==> src/hdl/timer16_cc_defines.vh <==
// Purpose: constants of the timer compare/capture/interrupt block
// Assumes: byte-wide register port, 20 MHz clock
// Notes:   addresses are register indices on the byte port
`ifndef TIMER16_CC_DEFINES_VH
`define TIMER16_CC_DEFINES_VH

// ****************************************
// register addresses
// ****************************************
`define ADDR_W          6
`define ADDR_CMP_BASE   6'h00
`define ADDR_CAP_BASE   6'h0C
`define ADDR_MASK       6'h10
`define ADDR_EXT_MASK   6'h11
`define ADDR_FLAGS      6'h12
`define ADDR_EXT_FLAGS  6'h13

// ****************************************
// field positions and reset values
// ****************************************
`define BIT_CAP         5
`define BIT_CMP_A       4
`define BIT_CMP_B       3
`define BIT_OVF         2
`define BIT_EXT_T3_C    1
`define BIT_EXT_T1_C    0
`define MASK_RESET      8'h00
`define WORD_RESET      16'h0000

// ****************************************
// per-source slots inside a timer
// ****************************************
`define SRC_CAP         0
`define SRC_A           1
`define SRC_B           2
`define SRC_OVF         3
`define SRC_C           4
`define SRC_PER_TIMER   5
`define SRC_TOTAL       10

`endif

==> src/hdl/timer16_compare_capture_irq.v <==
// Purpose: compare and capture registers, event flags and interrupt
//          requests of the first and third 16-bit timers
// Assumes: counter, mode decode, prescaler and pin logic live outside;
//          all inputs are synchronous to CLK
// Notes:   sources are numbered timer*5 + {cap, A, B, ovf, C}
//
// Behaviour
// [RULE1] compare registers hold 16 bits, compared to counter each timer tick
// [RULE2] compare writes commit both bytes at once through shared high-byte latch
// [RULE3] capture event loads counter value; first timer may use comparator event
// [RULE4] capture reads are coherent through the shared high-byte latch
// [RULE5] capture register can serve as counter top, chosen by waveform mode
// [RULE6] mask register: capture bit5, A bit4, B bit3, overflow bit2, reset zero
// [RULE7] request raised only when enable, global enable and flag all set
// [RULE8] extended mask: t3 cap5 A4 B3 ovf2 C1, t1 C0
// [RULE9] software writes zero to extended mask bits 7:6
// [RULE10] extended mask unavailable in legacy mode
// [RULE11] first-timer capture flag at bit 5 set on capture event
// [RULE12] in capture-as-top modes, capture flag sets when counter reaches top
// [RULE13] flags clear on vector execution or writing one; zero leaves them
// [RULE14] compare flags set in timer tick after counter equals compare
// [RULE15] forced compare strobes never set compare flags
// [RULE16] overflow flag set by counter overflow event, mode decided upstream
// [RULE17] extended flags: t3 cap5 A4 B3 ovf2 C1, t1 C0
// [RULE18] capture pin ignored while capture register is the top
// [RULE19] write high byte then low commits; low read latches high byte
// [RULE20] vector acknowledge clears matching flag in the same cycle
//
// Implementation choices: the address-and-strobe port and the address map.
`include "timer16_cc_defines.vh"

module timer16_compare_capture_irq (
    input  wire                CLK,
    input  wire                RST,
    input  wire [`ADDR_W-1:0]  ADDR,
    input  wire [7:0]          WDATA,
    input  wire                WR,
    input  wire                RD,
    output reg  [7:0]          RDATA,
    input  wire                LEGACY_MODE,
    input  wire                GLOBAL_IE,
    input  wire [15:0]         COUNT1,
    input  wire [15:0]         COUNT3,
    input  wire                TICK1,
    input  wire                TICK3,
    input  wire [3:0]          WAVE_MODE1,
    input  wire [3:0]          WAVE_MODE3,
    input  wire                CAP_PIN_EVT1,
    input  wire                CAP_PIN_EVT3,
    input  wire                ACOMP_EVT,
    input  wire                ACOMP_SEL,
    input  wire                TOP_EVT1,
    input  wire                TOP_EVT3,
    input  wire                OVF_EVT1,
    input  wire                OVF_EVT3,
    input  wire [2:0]          FORCE1,
    input  wire [2:0]          FORCE3,
    input  wire [9:0]          VEC_ACK,
    output wire [9:0]          IRQ_REQ,
    output reg  [2:0]          MATCH1,
    output reg  [2:0]          MATCH3,
    output wire [15:0]         CMP1_A,
    output wire [15:0]         CMP1_B,
    output wire [15:0]         CMP1_C,
    output wire [15:0]         CMP3_A,
    output wire [15:0]         CMP3_B,
    output wire [15:0]         CMP3_C,
    output wire [15:0]         CAPTURE1,
    output wire [15:0]         CAPTURE3
);

    // ****************************************
    // helpers
    // ****************************************
    // modes 8, 10, 12 and 14 take their top from the capture register
    function cap_is_top;
        input [3:0] mode;
        begin
            cap_is_top = mode[3] & ~mode[0]; // [RULE5]
        end
    endfunction

    function [9:0] pack_flags;
        input [7:0] main_b;
        input [7:0] ext_b;
        begin
            pack_flags = {ext_b[`BIT_EXT_T3_C], ext_b[`BIT_OVF], ext_b[`BIT_CMP_B],
                          ext_b[`BIT_CMP_A], ext_b[`BIT_CAP],
                          ext_b[`BIT_EXT_T1_C], main_b[`BIT_OVF], main_b[`BIT_CMP_B],
                          main_b[`BIT_CMP_A], main_b[`BIT_CAP]};
        end
    endfunction

    // ****************************************
    // storage
    // ****************************************
    reg  [15:0] cmp_r [0:5];
    reg  [15:0] cap_r [0:1];
    reg  [7:0]  temp_r;
    reg  [7:0]  mask_r;
    reg  [5:0]  ext_mask_r;
    reg  [9:0]  flag_r;
    reg  [9:0]  flag_nxt;
    reg  [5:0]  pend_r;
    reg  [5:0]  pend_nxt;
    reg  [7:0]  rdata_nxt;
    reg  [7:0]  temp_nxt;

    wire [15:0] count [0:1];
    wire [1:0]  tick;
    wire [3:0]  mode [0:1];
    wire [1:0]  cap_evt;
    wire [1:0]  top_evt;
    wire [1:0]  ovf_evt;
    wire [9:0]  enables;
    wire [9:0]  w1c;
    wire [5:0]  eq;
    wire        wr_cmp;
    wire        wr_cap;
    wire        rd_cap_lo;
    wire [2:0]  cmp_idx;
    wire        cap_idx;
    wire        ext_ok;

    assign count[0] = COUNT1;
    assign count[1] = COUNT3;
    assign tick     = {TICK3, TICK1};
    assign mode[0]  = WAVE_MODE1;
    assign mode[1]  = WAVE_MODE3;
    assign top_evt  = {TOP_EVT3, TOP_EVT1};
    assign ovf_evt  = {OVF_EVT3, OVF_EVT1};
    assign ext_ok   = ~LEGACY_MODE;

    // the comparator only steers the first timer's capture source
    assign cap_evt[0] = (ACOMP_SEL ? ACOMP_EVT : CAP_PIN_EVT1)
                        & ~cap_is_top(WAVE_MODE1); // [RULE3] [RULE18]
    assign cap_evt[1] = CAP_PIN_EVT3 & ~cap_is_top(WAVE_MODE3); // [RULE18]

    assign CMP1_A   = cmp_r[0];
    assign CMP1_B   = cmp_r[1];
    assign CMP1_C   = cmp_r[2];
    assign CMP3_A   = cmp_r[3];
    assign CMP3_B   = cmp_r[4];
    assign CMP3_C   = cmp_r[5];
    assign CAPTURE1 = cap_r[0];
    assign CAPTURE3 = cap_r[1];

    // ****************************************
    // address decode
    // ****************************************
    assign wr_cmp    = WR & (ADDR < `ADDR_CAP_BASE);
    assign wr_cap    = WR & (ADDR >= `ADDR_CAP_BASE) & (ADDR < `ADDR_MASK);
    assign rd_cap_lo = RD & (ADDR >= `ADDR_CAP_BASE) & (ADDR < `ADDR_MASK) & ~ADDR[0];
    assign cmp_idx   = ADDR[3:1];
    assign cap_idx   = ADDR[1];

    // ****************************************
    // compare detection
    // ****************************************
    genvar g;
    generate
        for (g = 0; g < 6; g = g + 1) begin : gen_eq
            assign eq[g] = (count[g / 3] == cmp_r[g]); // [RULE1]
        end
    endgenerate

    // a match seen on one tick becomes the flag on the next tick
    always @* begin
        pend_nxt = pend_r;
        if (tick[0]) begin
            pend_nxt[2:0] = eq[2:0]; // [RULE14]
        end
        if (tick[1]) begin
            pend_nxt[5:3] = eq[5:3]; // [RULE14]
        end
    end

    // ****************************************
    // flags: set wins over any clear
    // ****************************************
    assign w1c = ((WR & (ADDR == `ADDR_FLAGS)) ? pack_flags(WDATA, 8'h00) : 10'h000)
               | ((WR & ext_ok & (ADDR == `ADDR_EXT_FLAGS))
                  ? pack_flags(8'h00, WDATA) : 10'h000);

    always @* begin : flag_logic
        integer t;
        t = 0;
        flag_nxt = flag_r & ~w1c & ~VEC_ACK; // [RULE13] [RULE20]
        for (t = 0; t < 2; t = t + 1) begin
            if (cap_evt[t] | (cap_is_top(mode[t]) & top_evt[t])) begin
                flag_nxt[t*`SRC_PER_TIMER+`SRC_CAP] = 1'b1; // [RULE11] [RULE12]
            end
            if (ovf_evt[t]) begin
                flag_nxt[t*`SRC_PER_TIMER+`SRC_OVF] = 1'b1; // [RULE16]
            end
            // force strobes never reach here, only true matches do
            if (tick[t]) begin
                if (pend_r[t*3]) begin
                    flag_nxt[t*`SRC_PER_TIMER+`SRC_A] = 1'b1; // [RULE14] [RULE15]
                end
                if (pend_r[t*3+1]) begin
                    flag_nxt[t*`SRC_PER_TIMER+`SRC_B] = 1'b1; // [RULE14]
                end
                if (pend_r[t*3+2]) begin
                    flag_nxt[t*`SRC_PER_TIMER+`SRC_C] = 1'b1; // [RULE14]
                end
            end
        end
    end

    assign enables = pack_flags(mask_r, {2'b00, ext_mask_r});
    assign IRQ_REQ = flag_r & enables & {10{GLOBAL_IE}}; // [RULE7]

    // ****************************************
    // read path and shared high-byte latch
    // ****************************************
    always @* begin
        temp_nxt  = temp_r;
        rdata_nxt = 8'h00;
        if (WR & ADDR[0] & (ADDR < `ADDR_MASK)) begin
            temp_nxt = WDATA; // [RULE19]
        end
        if (RD) begin
            if (ADDR < `ADDR_CAP_BASE) begin
                rdata_nxt = ADDR[0] ? cmp_r[cmp_idx][15:8] : cmp_r[cmp_idx][7:0];
            end else if (ADDR < `ADDR_MASK) begin
                // high byte comes from the latch, filled by the low read
                rdata_nxt = ADDR[0] ? temp_r : cap_r[cap_idx][7:0]; // [RULE4]
                if (rd_cap_lo) begin
                    temp_nxt = cap_r[cap_idx][15:8]; // [RULE4] [RULE19]
                end
            end else if (ADDR == `ADDR_MASK) begin
                rdata_nxt = mask_r;
            end else if (ADDR == `ADDR_EXT_MASK) begin
                rdata_nxt = ext_ok ? {2'b00, ext_mask_r} : 8'h00; // [RULE10]
            end else if (ADDR == `ADDR_FLAGS) begin
                rdata_nxt = {2'b00, flag_r[`SRC_CAP], flag_r[`SRC_A], flag_r[`SRC_B],
                             flag_r[`SRC_OVF], 2'b00};
            end else if (ADDR == `ADDR_EXT_FLAGS) begin
                // sources run cap..C upward, the register wants cap at bit 5 down to C
                rdata_nxt = ext_ok ? {2'b00, flag_r[5], flag_r[6], flag_r[7], flag_r[8],
                                      flag_r[9], flag_r[4]} : 8'h00; // [RULE17]
            end
        end
    end

    // ****************************************
    // registers
    // ****************************************
    always @(posedge CLK or posedge RST) begin : regs
        integer i;
        if (RST) begin
            for (i = 0; i < 6; i = i + 1) begin
                cmp_r[i] <= `WORD_RESET;
            end
            cap_r[0]   <= `WORD_RESET;
            cap_r[1]   <= `WORD_RESET;
            temp_r     <= 8'h00;
            mask_r     <= `MASK_RESET;
            ext_mask_r <= 6'h00;
            flag_r     <= 10'h000;
            pend_r     <= 6'h00;
            RDATA      <= 8'h00;
            MATCH1     <= 3'h0;
            MATCH3     <= 3'h0;
        end else begin
            temp_r <= temp_nxt;
            flag_r <= flag_nxt;
            pend_r <= pend_nxt;
            RDATA  <= rdata_nxt;
            // waveform unit sees both true and forced matches
            MATCH1 <= ({3{TICK1}} & eq[2:0]) | FORCE1; // [RULE1] [RULE15]
            MATCH3 <= ({3{TICK3}} & eq[5:3]) | FORCE3;
            if (wr_cmp & ~ADDR[0]) begin
                cmp_r[cmp_idx] <= {temp_r, WDATA}; // [RULE2] [RULE19]
            end
            // a software write to the capture register only makes sense as top
            if (wr_cap & ~ADDR[0] & cap_is_top(mode[cap_idx])) begin
                cap_r[cap_idx] <= {temp_r, WDATA}; // [RULE5]
            end
            for (i = 0; i < 2; i = i + 1) begin
                if (cap_evt[i]) begin
                    cap_r[i] <= count[i]; // [RULE3]
                end
            end
            if (WR & (ADDR == `ADDR_MASK)) begin
                mask_r <= WDATA; // [RULE6]
            end
            if (WR & ext_ok & (ADDR == `ADDR_EXT_MASK)) begin
                ext_mask_r <= WDATA[5:0]; // [RULE8] [RULE9] [RULE10]
            end
        end
    end

endmodule

==> config.mk <==
export PLATFORM = sky130hd
export DESIGN_NAME = timer16_compare_capture_irq
export DESIGN_NICKNAME = d
export VERILOG_FILES = /design/src/hdl/timer16_compare_capture_irq.v
export VERILOG_INCLUDE_DIRS = /design/src /design/src/hdl
export SDC_FILE = /design/constraint.sdc
export NUM_CORES = 1
export LEC_CHECK = 0
export BUFFER_PORTS_ARGS = -buffer_cell sky130_fd_sc_hd__buf_2
export CAP_MARGIN = 10
export CORE_UTILIZATION = 40
export DETAILED_ROUTE_END_ITERATION = 16
export PLACE_DENSITY = 0.68
export SYNTH_ARGS = -nofsm -noshare
export SYNTH_HDL_FRONTEND = slang
export SYNTH_SLANG_ARGS = --single-unit
==> constraint.sdc <==
create_clock -name CLK -period 7.5 [get_ports CLK]
set_input_delay 0 -clock CLK [delete_from_list [all_inputs] [get_ports CLK]]
set_output_delay 0 -clock CLK [all_outputs]
set_load 0.1 [all_outputs]
==> summary.txt, run 1 <==
CTS
  – H-tree depth reported by CTS: 4
  – Clock latency on the worst-skew pair: 0.45 ns
  – CTS tree: built
  – CTS root buffer: clkbuf_16
  – Clk pin slew, worst setup/hold paths: 0.07 ns
  – PostCTS Resize Cnt: 0
  – CTS max path bufs: 2
  – CTS Buf Count: 17
  – Clock Sinks: 180

Die
  – Initial cell density of the core: 0.4124
  – Row Count: 57
  – Ports: 238
  – Full die area: 26010 sq um
  – Die Y-Extent: roughly 160 um
  – Core area: 24600 sq um
  – Chip width: roughly 160 um

Worst setup path
  – Crit Path Class: in2reg
  – CP Data Required Time: 7.81 ns
  – CP most frequent cell: buf_4
  – CP Capture Type: register
  – Worst-path fanout max: 79
  – Worst r2r path cells: 5
  – Critical path arrival: about 2.7 ns
  – Crit. Startpoint: ADDR[1]
  – Worst path cell trace: buf_4, buf_4, and4_1, nand2_1, a31o_1, dlygate4sd3_1
  – CP max stage delay: 0.83 ns
  – Worst path slowest cell: buf_4
  – FF-to-FF Start: CMP1_B[12]
  – Startpoint class of the critical path: primary input

Min path
  – WHS Path Cells: 3
  – Worst hold start: COUNT1[14]
  – Worst min path class: in2reg

Cells and area
  – P&R area growth vs syn: 22.92%
  – Final #Nets: 1216
  – Seq. cell area: 4504 sq um
  – Multi-input logic area: about 5100 sq um
  – Filler instances: between 2000 and 2500
  – Finished Core Util: 0.5069
  – Proportion of layout cells with a drive suffix above 1: 0.3144

Global routing
  – Global-route wire length before repair: 56530 um
  – Largest net degree at the start of global routing: 107
  – Grt total ovfl: 0
  – Global Route Usage Sum: 0.3004
  – Initial antenna violation count: 1
  – Vias in the first global route: approximately 8400

Timing
  – Worst-margin pin slew: 1.137 ns
  – Fmax: roughly 410 MHz
  – Min Tclk post-route: 2.424 ns
  – Clock skew: 0.02076 ns
  – RSZ-0062 raised after global routing: false
  – Final setup viols: 0
  – Final critical-path share of the clock period: 0.3233
  – Final Max Slew Viols: 0
  – Fin. Hold Viols: 0
  – Final hold slack: 0.01804 ns
  – Slew headroom: 0.2418
  – Setup TNS Final: 0 ns

Yosys
  – Synth area leaders: dfrtp_1 (44%), xor2_1 (7.8%), mux2_1 (6.4%), mux2_4 (5.0%), mux2i_1 (4.5%)
  – Seq cells post-synth: 180
  – Post-Synth Adder-Cell Area: 0
  – Top cells by count, synth: dfrtp_1 (180), xor2_1 (90), mux2_1 (58)
  – Yosys top cell area share: 0.4439
  – Main combinational cell family by area after synthesis: multiplexers
  – Area leader, netlist: dfrtp_1
  – Avg Inst Size Synth: 11.44 sq um
  – Fraction of registers with async set/reset: 1.000
  – XOR/XNOR share of the synthesized area: 0.08286
  – Yosys warns: 0
  – Mux share of post-synthesis cell area: 0.2122
  – Post-synthesis sequential area ratio: 0.4439
  – Most common cell in the synthesized netlist: dfrtp_1
  – Synthesized area: 10150 sq um
  – Synth Area in Compound Gates: 0.09199
  – Unique cell type count in the Yosys netlist: 70
  – Synth Flop Type: dfrtp_1
  – Synthesized Nets: about 1000
  – Synthesized netlist cell count: roughly 890
  – Simple-gate share of the synthesized area: 0.1202
  – EDFF count, synth: 0

Pwr
  – Pleak: 6.373 nW
  – Max IR drop VDD: 0.0001887 V
  – Pwr Density: 290.0 nW/um^2

Detailed routing
  – Initial drt markers: 764
  – Final ANT Viol Nets: 0
  – Vias per Instance: roughly 6
  – Initial DRT Pass Iterations: 5
  – Final WL: 38510 um
  – # DRC: 0
  – Routed vias: around 8600
  – Wirelength per Cell: 26.25 um

Placed design
  – GPL Wtd Cong: 0.9501
  – Input/output buffers: roughly 230
  – DP HPWL: 27560 um

Run status
  – Status: completed

Job
  – Max cap viols: 0
## routing by layer
metal | routed length (um) | part of all wire | track usage | vias to the layer above
li1 | - | - | - | 3686
met1 | 16190 | 0.42 | 0.4132 | 4345
met2 | 17820 | 0.46 | 0.4765 | 492
met3 | 3488 | 0.091 | 0.05829 | 65
met4 | 1007 | 0.026 | 0.09605 | 0
met5 | 0 | 0 | 0 | -
## cells in the final DEF (no fill, tap or decap), types with 10 or more instances in the layout
cell type and instances:
buf_2 232, dfrtp_1 180, xor2_1 90, mux2_1 58, dlygate4sd3_1 57, nand2_1 48, mux2i_1 46, mux2_4 34
nor2_1 32, mux2_2 31, a31oi_1 22, nor4_1 20, nor2b_1 20, inv_1 19, a21oi_1 19, clkbuf_16 17
and3_1 14, nor3_1 14, o22ai_1 13, or2_0 10
## flip-flops by register name, summed over array words and instances (netlist names), 8 cells and up
signal / cells
CMP1_B: 16
CMP3_B: 16
CAPTURE3: 16
CMP3_A: 16
CMP1_A: 16
RDATA: 8
CMP1_C: 16
CMP3_C: 16
mask_r: 8
temp_r: 8
flag_r: 10
CAPTURE1: 16
## worst max-delay path, delay by kind of cell
kind | cells | cell delay, ns
AO/OA/AOI/OAI | 1 | 0.23
buffers and inverters | 3 | 1.68
AND/OR/NAND/NOR | 2 | 0.82
## per-stage QoR
step                cells  worst slack, ns  area [sq um]  power [mW]
finish               1467            5.076         12470       3.617
global route         1466            4.976         12470       3.718
CTS                  1466            5.104         12470       3.609
detailed placement   1378            4.910         11320       2.685
global placement     1378            4.952         11320       2.671
floorplan             887            2.613         10150       2.340
## cell type report
cell class	instances	share of cell area
Clock inverter	13	0.01093
Multi-Input combinational cell	618	0.4127
Antenna cell	1	0.0002006
Sequential cell	180	0.3611
Timing Repair Buffer	292	0.1406
Inverter	21	0.006721
Tap cell	324	0.03250
Clock buffer	18	0.03521
## where the power goes
part	switching (mW)	leakage [nW]	internal [mW]
Clock	0.434	0.280	0.478
Combinational	1.08	3.78	0.305
Sequential	0.225	2.32	1.09
Total	1.74	6.37	1.88
## worst paths after layout
| kind | endpoint | slack [ns] |
|---|---|---|
| hold / removal | CAPTURE1[14] | 0.02 |
| min in group asynchronous | CMP1_A[4] | 0.32 |
| setup reg to reg | MATCH1[1] | 5.18 |
| setup / recovery | flag_r[8] | 5.08 |
| hold reg to reg | CAPTURE1[12] | 0.51 |
| max in group asynchronous | CMP3_A[1] | 5.64 |
## kinds of logic after synthesis
group | Yosys count
xor gates and xnor gates | 96
buffers and inverters | 89
muxes | 177
and+or+nand+nor | 215
DFF | 180
AOI/OAI and AO/OA | 130
## repair_timing
item,4_1_cts,5_1_grt
buffers inserted,0,0
endpoints found under the hold margin,157,0
hold buffers,57,0
setup endpoints to repair,0,0
Note: power is estimated with default switching activity, not from simulation.
==> inputs of run 2 (changes only) <==
- clock period: 7.5 -> 2.4 ns (I/O delays scaled with it)
==> run 2 against run 1 <==
Effect of this change: hold slack improved by 0.0053 ns; design area rose by 1.9%; die area unchanged; sequential cell count did not move; setup slack got worse by 5.0 ns; power grew to 3.2 times the previous value; combinational power rose to 3.1 times the previous value; cell count up 1.4%; sequential power grew to 3.1 times the previous value; largest power group unchanged.
==> summary.txt, run 2 (same netlist as run 1, synthesis figures left out) <==
Pwr
  – P_int: 6.050 mW
  – Clock group share of total power: 0.258
  – Max IR drop VDD: 0.0006049 V
  – Pwr Density: 900.9 nW/um^2
  – Switch Pwr: ~5.4 mW
  – Sequential Power Share: 0.361
  – Pleak: around 6.5 nW
  – Switching Fraction: 0.4715
  – Logic gate share of total power: 0.381

Placed design
  – Input/output buffers: 233
  – GPL Wtd Cong: 1.002
  – DP Worst Slack: 0.4674 ns
  – DP HPWL: 28380 um

Min path
  – Worst min path class: in2reg

Timing
  – Final critical-path share of the clock period: 0.9524
  – Setup TNS Final: 0 ns
  – Fin worst setup slack: 0.1142 ns
  – Clock skew: 0.01239 ns
  – Final hold slack: between 0.02 and 0.025 ns
  – Min Tclk post-route: 2.286 ns
  – Fin. Hold Viols: 0
  – RSZ-0062 raised after global routing: false
  – Slew headroom: 0.2558
  – Final Max Slew Viols: 0
  – Final setup viols: 0
  – Fmax: 437.5 MHz
  – Worst-margin pin slew: approximately 1.1 ns

Die
  – Full die area: 26010 sq um
  – Ports: 238
  – Chip width: about 160 um
  – Die Y-Extent: 161.3 um
  – Initial cell density of the core: 0.4124
  – Row Count: 57
  – Core area: 24600 sq um

Cells and area
  – Most frequent cells in the layout: buf_2 (232), dfrtp_1 (180), xor2_1 (90)
  – Antenna diodes: 0
  – Final #Nets: roughly 1200
  – Proportion of layout cells with a drive suffix above 1: 0.3250
  – P&R area growth vs syn: 25.23%
  – Commonest non-fill, non-tap cell in the layout: buf_2

Global routing
  – Vias in the first global route: 8647
  – Grt total ovfl: 0
  – Global Route Usage Sum: 0.3048
  – Initial antenna violation count: 0
  – Largest net degree at the start of global routing: 72
  – Global-route wire length before repair: 56960 um

Worst setup path
  – Crit Path Class: reg2reg
  – Worst path slowest cell: dlygate4sd3_1
  – Cell family with most CP delay: simple AND/OR/NAND/NOR gates
  – CP max stage delay: 0.56 ns
  – Startpoint class of the critical path: register
  – Critical path arrival: 2.66 ns
  – Worst-path fanout max: 4
  – CP Capture Type: register
  – CP Data Required Time: 2.78 ns
  – Critical path buffers and inverters: 1
  – Worst path cell trace: xor2_1, nor4_1, nand4_1, o21bai_1, dlygate4sd3_1

CTS
  – CTS max path bufs: 2
  – H-tree depth reported by CTS: 4
  – Clk pin slew, worst setup/hold paths: about 0.070 ns
  – Clock latency on the worst-skew pair: 0.45 ns
  – Clock Sinks: 180
  – Post-cts hold buffer count: 59
  – CTS root buffer: clkbuf_16
  – CTS Buf Count: 17
  – CTS tree: built
  – PostCTS Resize Cnt: 0
  – Setup repair bufs after CTS: 0

Detailed routing
  – Initial DRT Pass Iterations: 5
  – Final WL: 38820 um
  – Vias per Instance: 5.747
  – Routed vias: 8546
  – # DRC: 0
  – Initial drt markers: 825
  – Wirelength per Cell: 26.10 um
  – Final ANT Viol Nets: 0

Run status
  – Status: completed

Job
  – Max cap viols: 0
==> run 2: metrics by stage <==
step                      area, sq um  total power, mW  utilization  instances
after floorplan                 10150            7.312            -        887
after global placement          11520            8.387       0.4680       1397
after detailed placement        11520            8.430       0.4680       1397
after CTS                       12710            11.43       0.5165       1487
after global routing            12710            11.77       0.5165       1487
final                           12710            11.45       0.5165       1487
==> run 2: final timing paths <==
kind | start | end | slack, ns | depth (start not counted)
worst max-delay path | CMP1_B[12] | MATCH1[1] | 0.11 | 5
worst min-delay path | COUNT1[8] | CAPTURE1[8] | 0.02 | 3
worst max register to register | CMP1_B[12] | MATCH1[1] | 0.11 | 5
worst min register to register | mask_r[0] | mask_r[0] | 0.50 | 1
max in group asynchronous | RST | CMP3_B[7] | 1.34 | 4
min in group asynchronous | RST | CMP1_A[2] | 0.23 | 3
==> run 2: tightest hold or removal path, delay by kind of cell <==
kind,cells,cell delay (ns)
buffers and inverters,1,0.19
AO/OA/AOI/OAI,2,0.25
==> run 2: area by class of cell <==
| cell class | instances | area (sq um) |
|---|---|---|
| sequential | 180 | 4504 |
| tap | 324 | 405.4 |
| timing repair buffer | 313 | 1967 |
| fill | 2216 | 11900 |
| multi-input combinational | 618 | 5147 |
| inverter | 21 | 82.58 |
| clock inverter | 14 | 175.2 |
| clock buffer | 17 | 425.4 |
==> run 2: layer usage <==
| layer | global-route usage | wire length, um |
|---|---|---|
| met1 | 0.4000 | 16300 |
| met5 | 0 | 0 |
| met3 | 0.09040 | 3498 |
| met4 | 0.1441 | 1822 |
| met2 | 0.4612 | 17200 |
==> run 2: power by group through the flow <==
| stage | logic, mW | clock network (mW) | registers [mW] |
|---|---|---|---|
| floorplan | 1.12 | 0 | 6.19 |
| global placement | 4.23 | 0 | 4.15 |
| detailed placement | 4.27 | 0 | 4.16 |
| CTS | 4.35 | 2.97 | 4.11 |
| global route | 4.52 | 3.09 | 4.16 |
| finish | 4.36 | 2.96 | 4.13 |
==> inputs of run 3 (changes only) <==
- RECOVER_POWER: unset -> 25
==> run 3 against run 2 <==
Effect of this change: the flow now finishes with violations (capacitance limit, slew limit); hold slack improved by 0.0029 ns; power decreased by 0.11%; register-to-register slack lost 0.02 ns; core utilization fell by 0.066 points; sequential power about the same; combinational power about the same; non-clock buffer count stayed put; sequential cell count did not move; via count is essentially flat; clock power barely moved; critical path type unchanged; largest cell class unchanged.
==> summary.txt, run 3 (same netlist as run 1, synthesis figures left out) <==
Run status
  – Status: complete, but fails checks
  – Failing checks: capacitance limit, slew limit

Timing
  – Final critical-path share of the clock period: 0.9618
  – Final setup viols: 0
  – Fmax: 433.2 MHz
  – Clock skew: roughly 0.011 ns
  – Min Tclk post-route: 2.308 ns
  – Final hold slack: 0.02626 ns
  – Worst-margin pin slew: 1.502 ns
  – Slew headroom: -0.006665
  – RSZ-0062 raised after global routing: false
  – Final Max Slew Viols: 33
  – Fin. Hold Viols: 0
  – Fin worst setup slack: 0.09165 ns
  – Setup TNS Final: 0 ns

Die
  – Chip width: 161.3 um
  – Initial cell density of the core: 0.4124
  – Row Count: 57
  – Core area: roughly 25000 sq um
  – Full die area: about 26000 sq um
  – Ports: between 200 and 250
  – Die Y-Extent: 161.3 um

Worst setup path
  – CP Capture Type: register
  – Startpoint class of the critical path: register
  – Crit Path Class: reg2reg
  – Worst-path fanout max: 4
  – Critical path arrival: 2.68 ns
  – CP Data Required Time: roughly 2.8 ns

Detailed routing
  – Routed vias: 8547
  – Wirelength per Cell: 26.07 um
  – Initial DRT Pass Iterations: 5
  – Initial drt markers: roughly 700
  – # DRC: 0
  – Vias per Instance: 5.744
  – Final WL: 38800 um
  – Final ANT Viol Nets: 0

Cells and area
  – Seq. cell area: 4504 sq um
  – Proportion of layout cells with a drive suffix above 1: 0.3242
  – Commonest non-fill, non-tap cell in the layout: buf_2
  – Multi-input logic area: 5147 sq um
  – Final #Nets: 1237
  – Fin cells: 1488
  – Filler instances: around 2200
  – Most frequent cells in the layout: buf_2 (231), dfrtp_1 (180), xor2_1 (90)
  – P&R area growth vs syn: 25.07%
  – Finished layout cell area: 12690 sq um

Placed design
  – Area after DPL: about 12000 sq um
  – GPL Wtd Cong: approximately 1
  – Placed cells: 1397
  – DP Worst Slack: 0.4674 ns
  – DP HPWL: 28380 um
  – Input/output buffers: 233

Pwr
  – Pwr Density: 901.0 nW/um^2
  – Pleak: 6.492 nW
  – Max IR drop VDD: 0.0006038 V

Global routing
  – Global Route Usage Sum: 0.3048
  – Largest net degree at the start of global routing: 72
  – Vias in the first global route: ~8600
  – Grt total ovfl: 0
  – Initial antenna violation count: 0
  – Global-route wire length before repair: 56960 um

CTS
  – Clock Sinks: 180
  – Setup repair bufs after CTS: 0
  – CTS root buffer: clkbuf_16
  – CTS Buf Count: 17
  – Clock latency on the worst-skew pair: 0.44 ns
  – H-tree depth reported by CTS: 4
  – CTS tree: built
  – CTS max path bufs: 2
  – Clk pin slew, worst setup/hold paths: about 0.070 ns

Min path
  – Worst min path class: in2reg

Job
  – Max cap viols: 1
run 3: final timing paths:
path | startpoint | to | slack, ns | cells past startpoint
worst max-delay path | CMP1_B[6] | MATCH1[1] | 0.09 | 5
worst min-delay path | COUNT1[4] | CAPTURE1[4] | 0.03 | 3
worst max register to register | CMP1_B[6] | MATCH1[1] | 0.09 | 5
worst min register to register | mask_r[0] | mask_r[0] | 0.50 | 1
max in group asynchronous | RST | CMP3_C[1] | 0.50 | 4
min in group asynchronous | RST | CMP1_A[2] | 0.45 | 3
run 3: critical path, cell delays in order (launching register included):
cell	delay [ns]
dfrtp_1	0.42
xor2_1	0.20
nor4_1	0.53
nand4_1	0.33
o21bai_1	0.21
dlygate4sd3_1	0.56
run 3: final cells by class:
type	instances	share of cell area
multi-input combinational	618	0.4056
inverter	21	0.006310
clock inverter	14	0.01380
sequential	180	0.3549
clock buffer	17	0.03352
timing repair buffer	313	0.1537
antenna	1	0.0001972
tap	324	0.03194
run 3: per-stage QoR:
step	total power, mW	util
floorplan	7.312	-
global placement	8.387	0.4680
detailed placement	8.430	0.4680
CTS	11.43	0.5165
global route	11.77	0.5157
finish	11.44	0.5158
run 3: report_power, final:
group          leakage [nW]  switching (mW)  internal (mW)
logic                  3.89            3.38          0.979
registers              2.32           0.712           3.42
clock network         0.292            1.30           1.65
total                  6.49            5.39           6.05
run 3: layer usage:
layer  vias up  part of all wire  global-route usage
met4         0             0.046              0.1441
met5         -                 0                   0
met3       102             0.099             0.09040
met2       463              0.44              0.4612
li1       3739                 -                   -
met1      4243              0.41              0.4000
run 3: timing repair:
item / 4_1_cts / 5_1_grt
endpoints found under the hold margin: 81 / 0
resized for setup: 0 / 0
hold buffers: 59 / 0
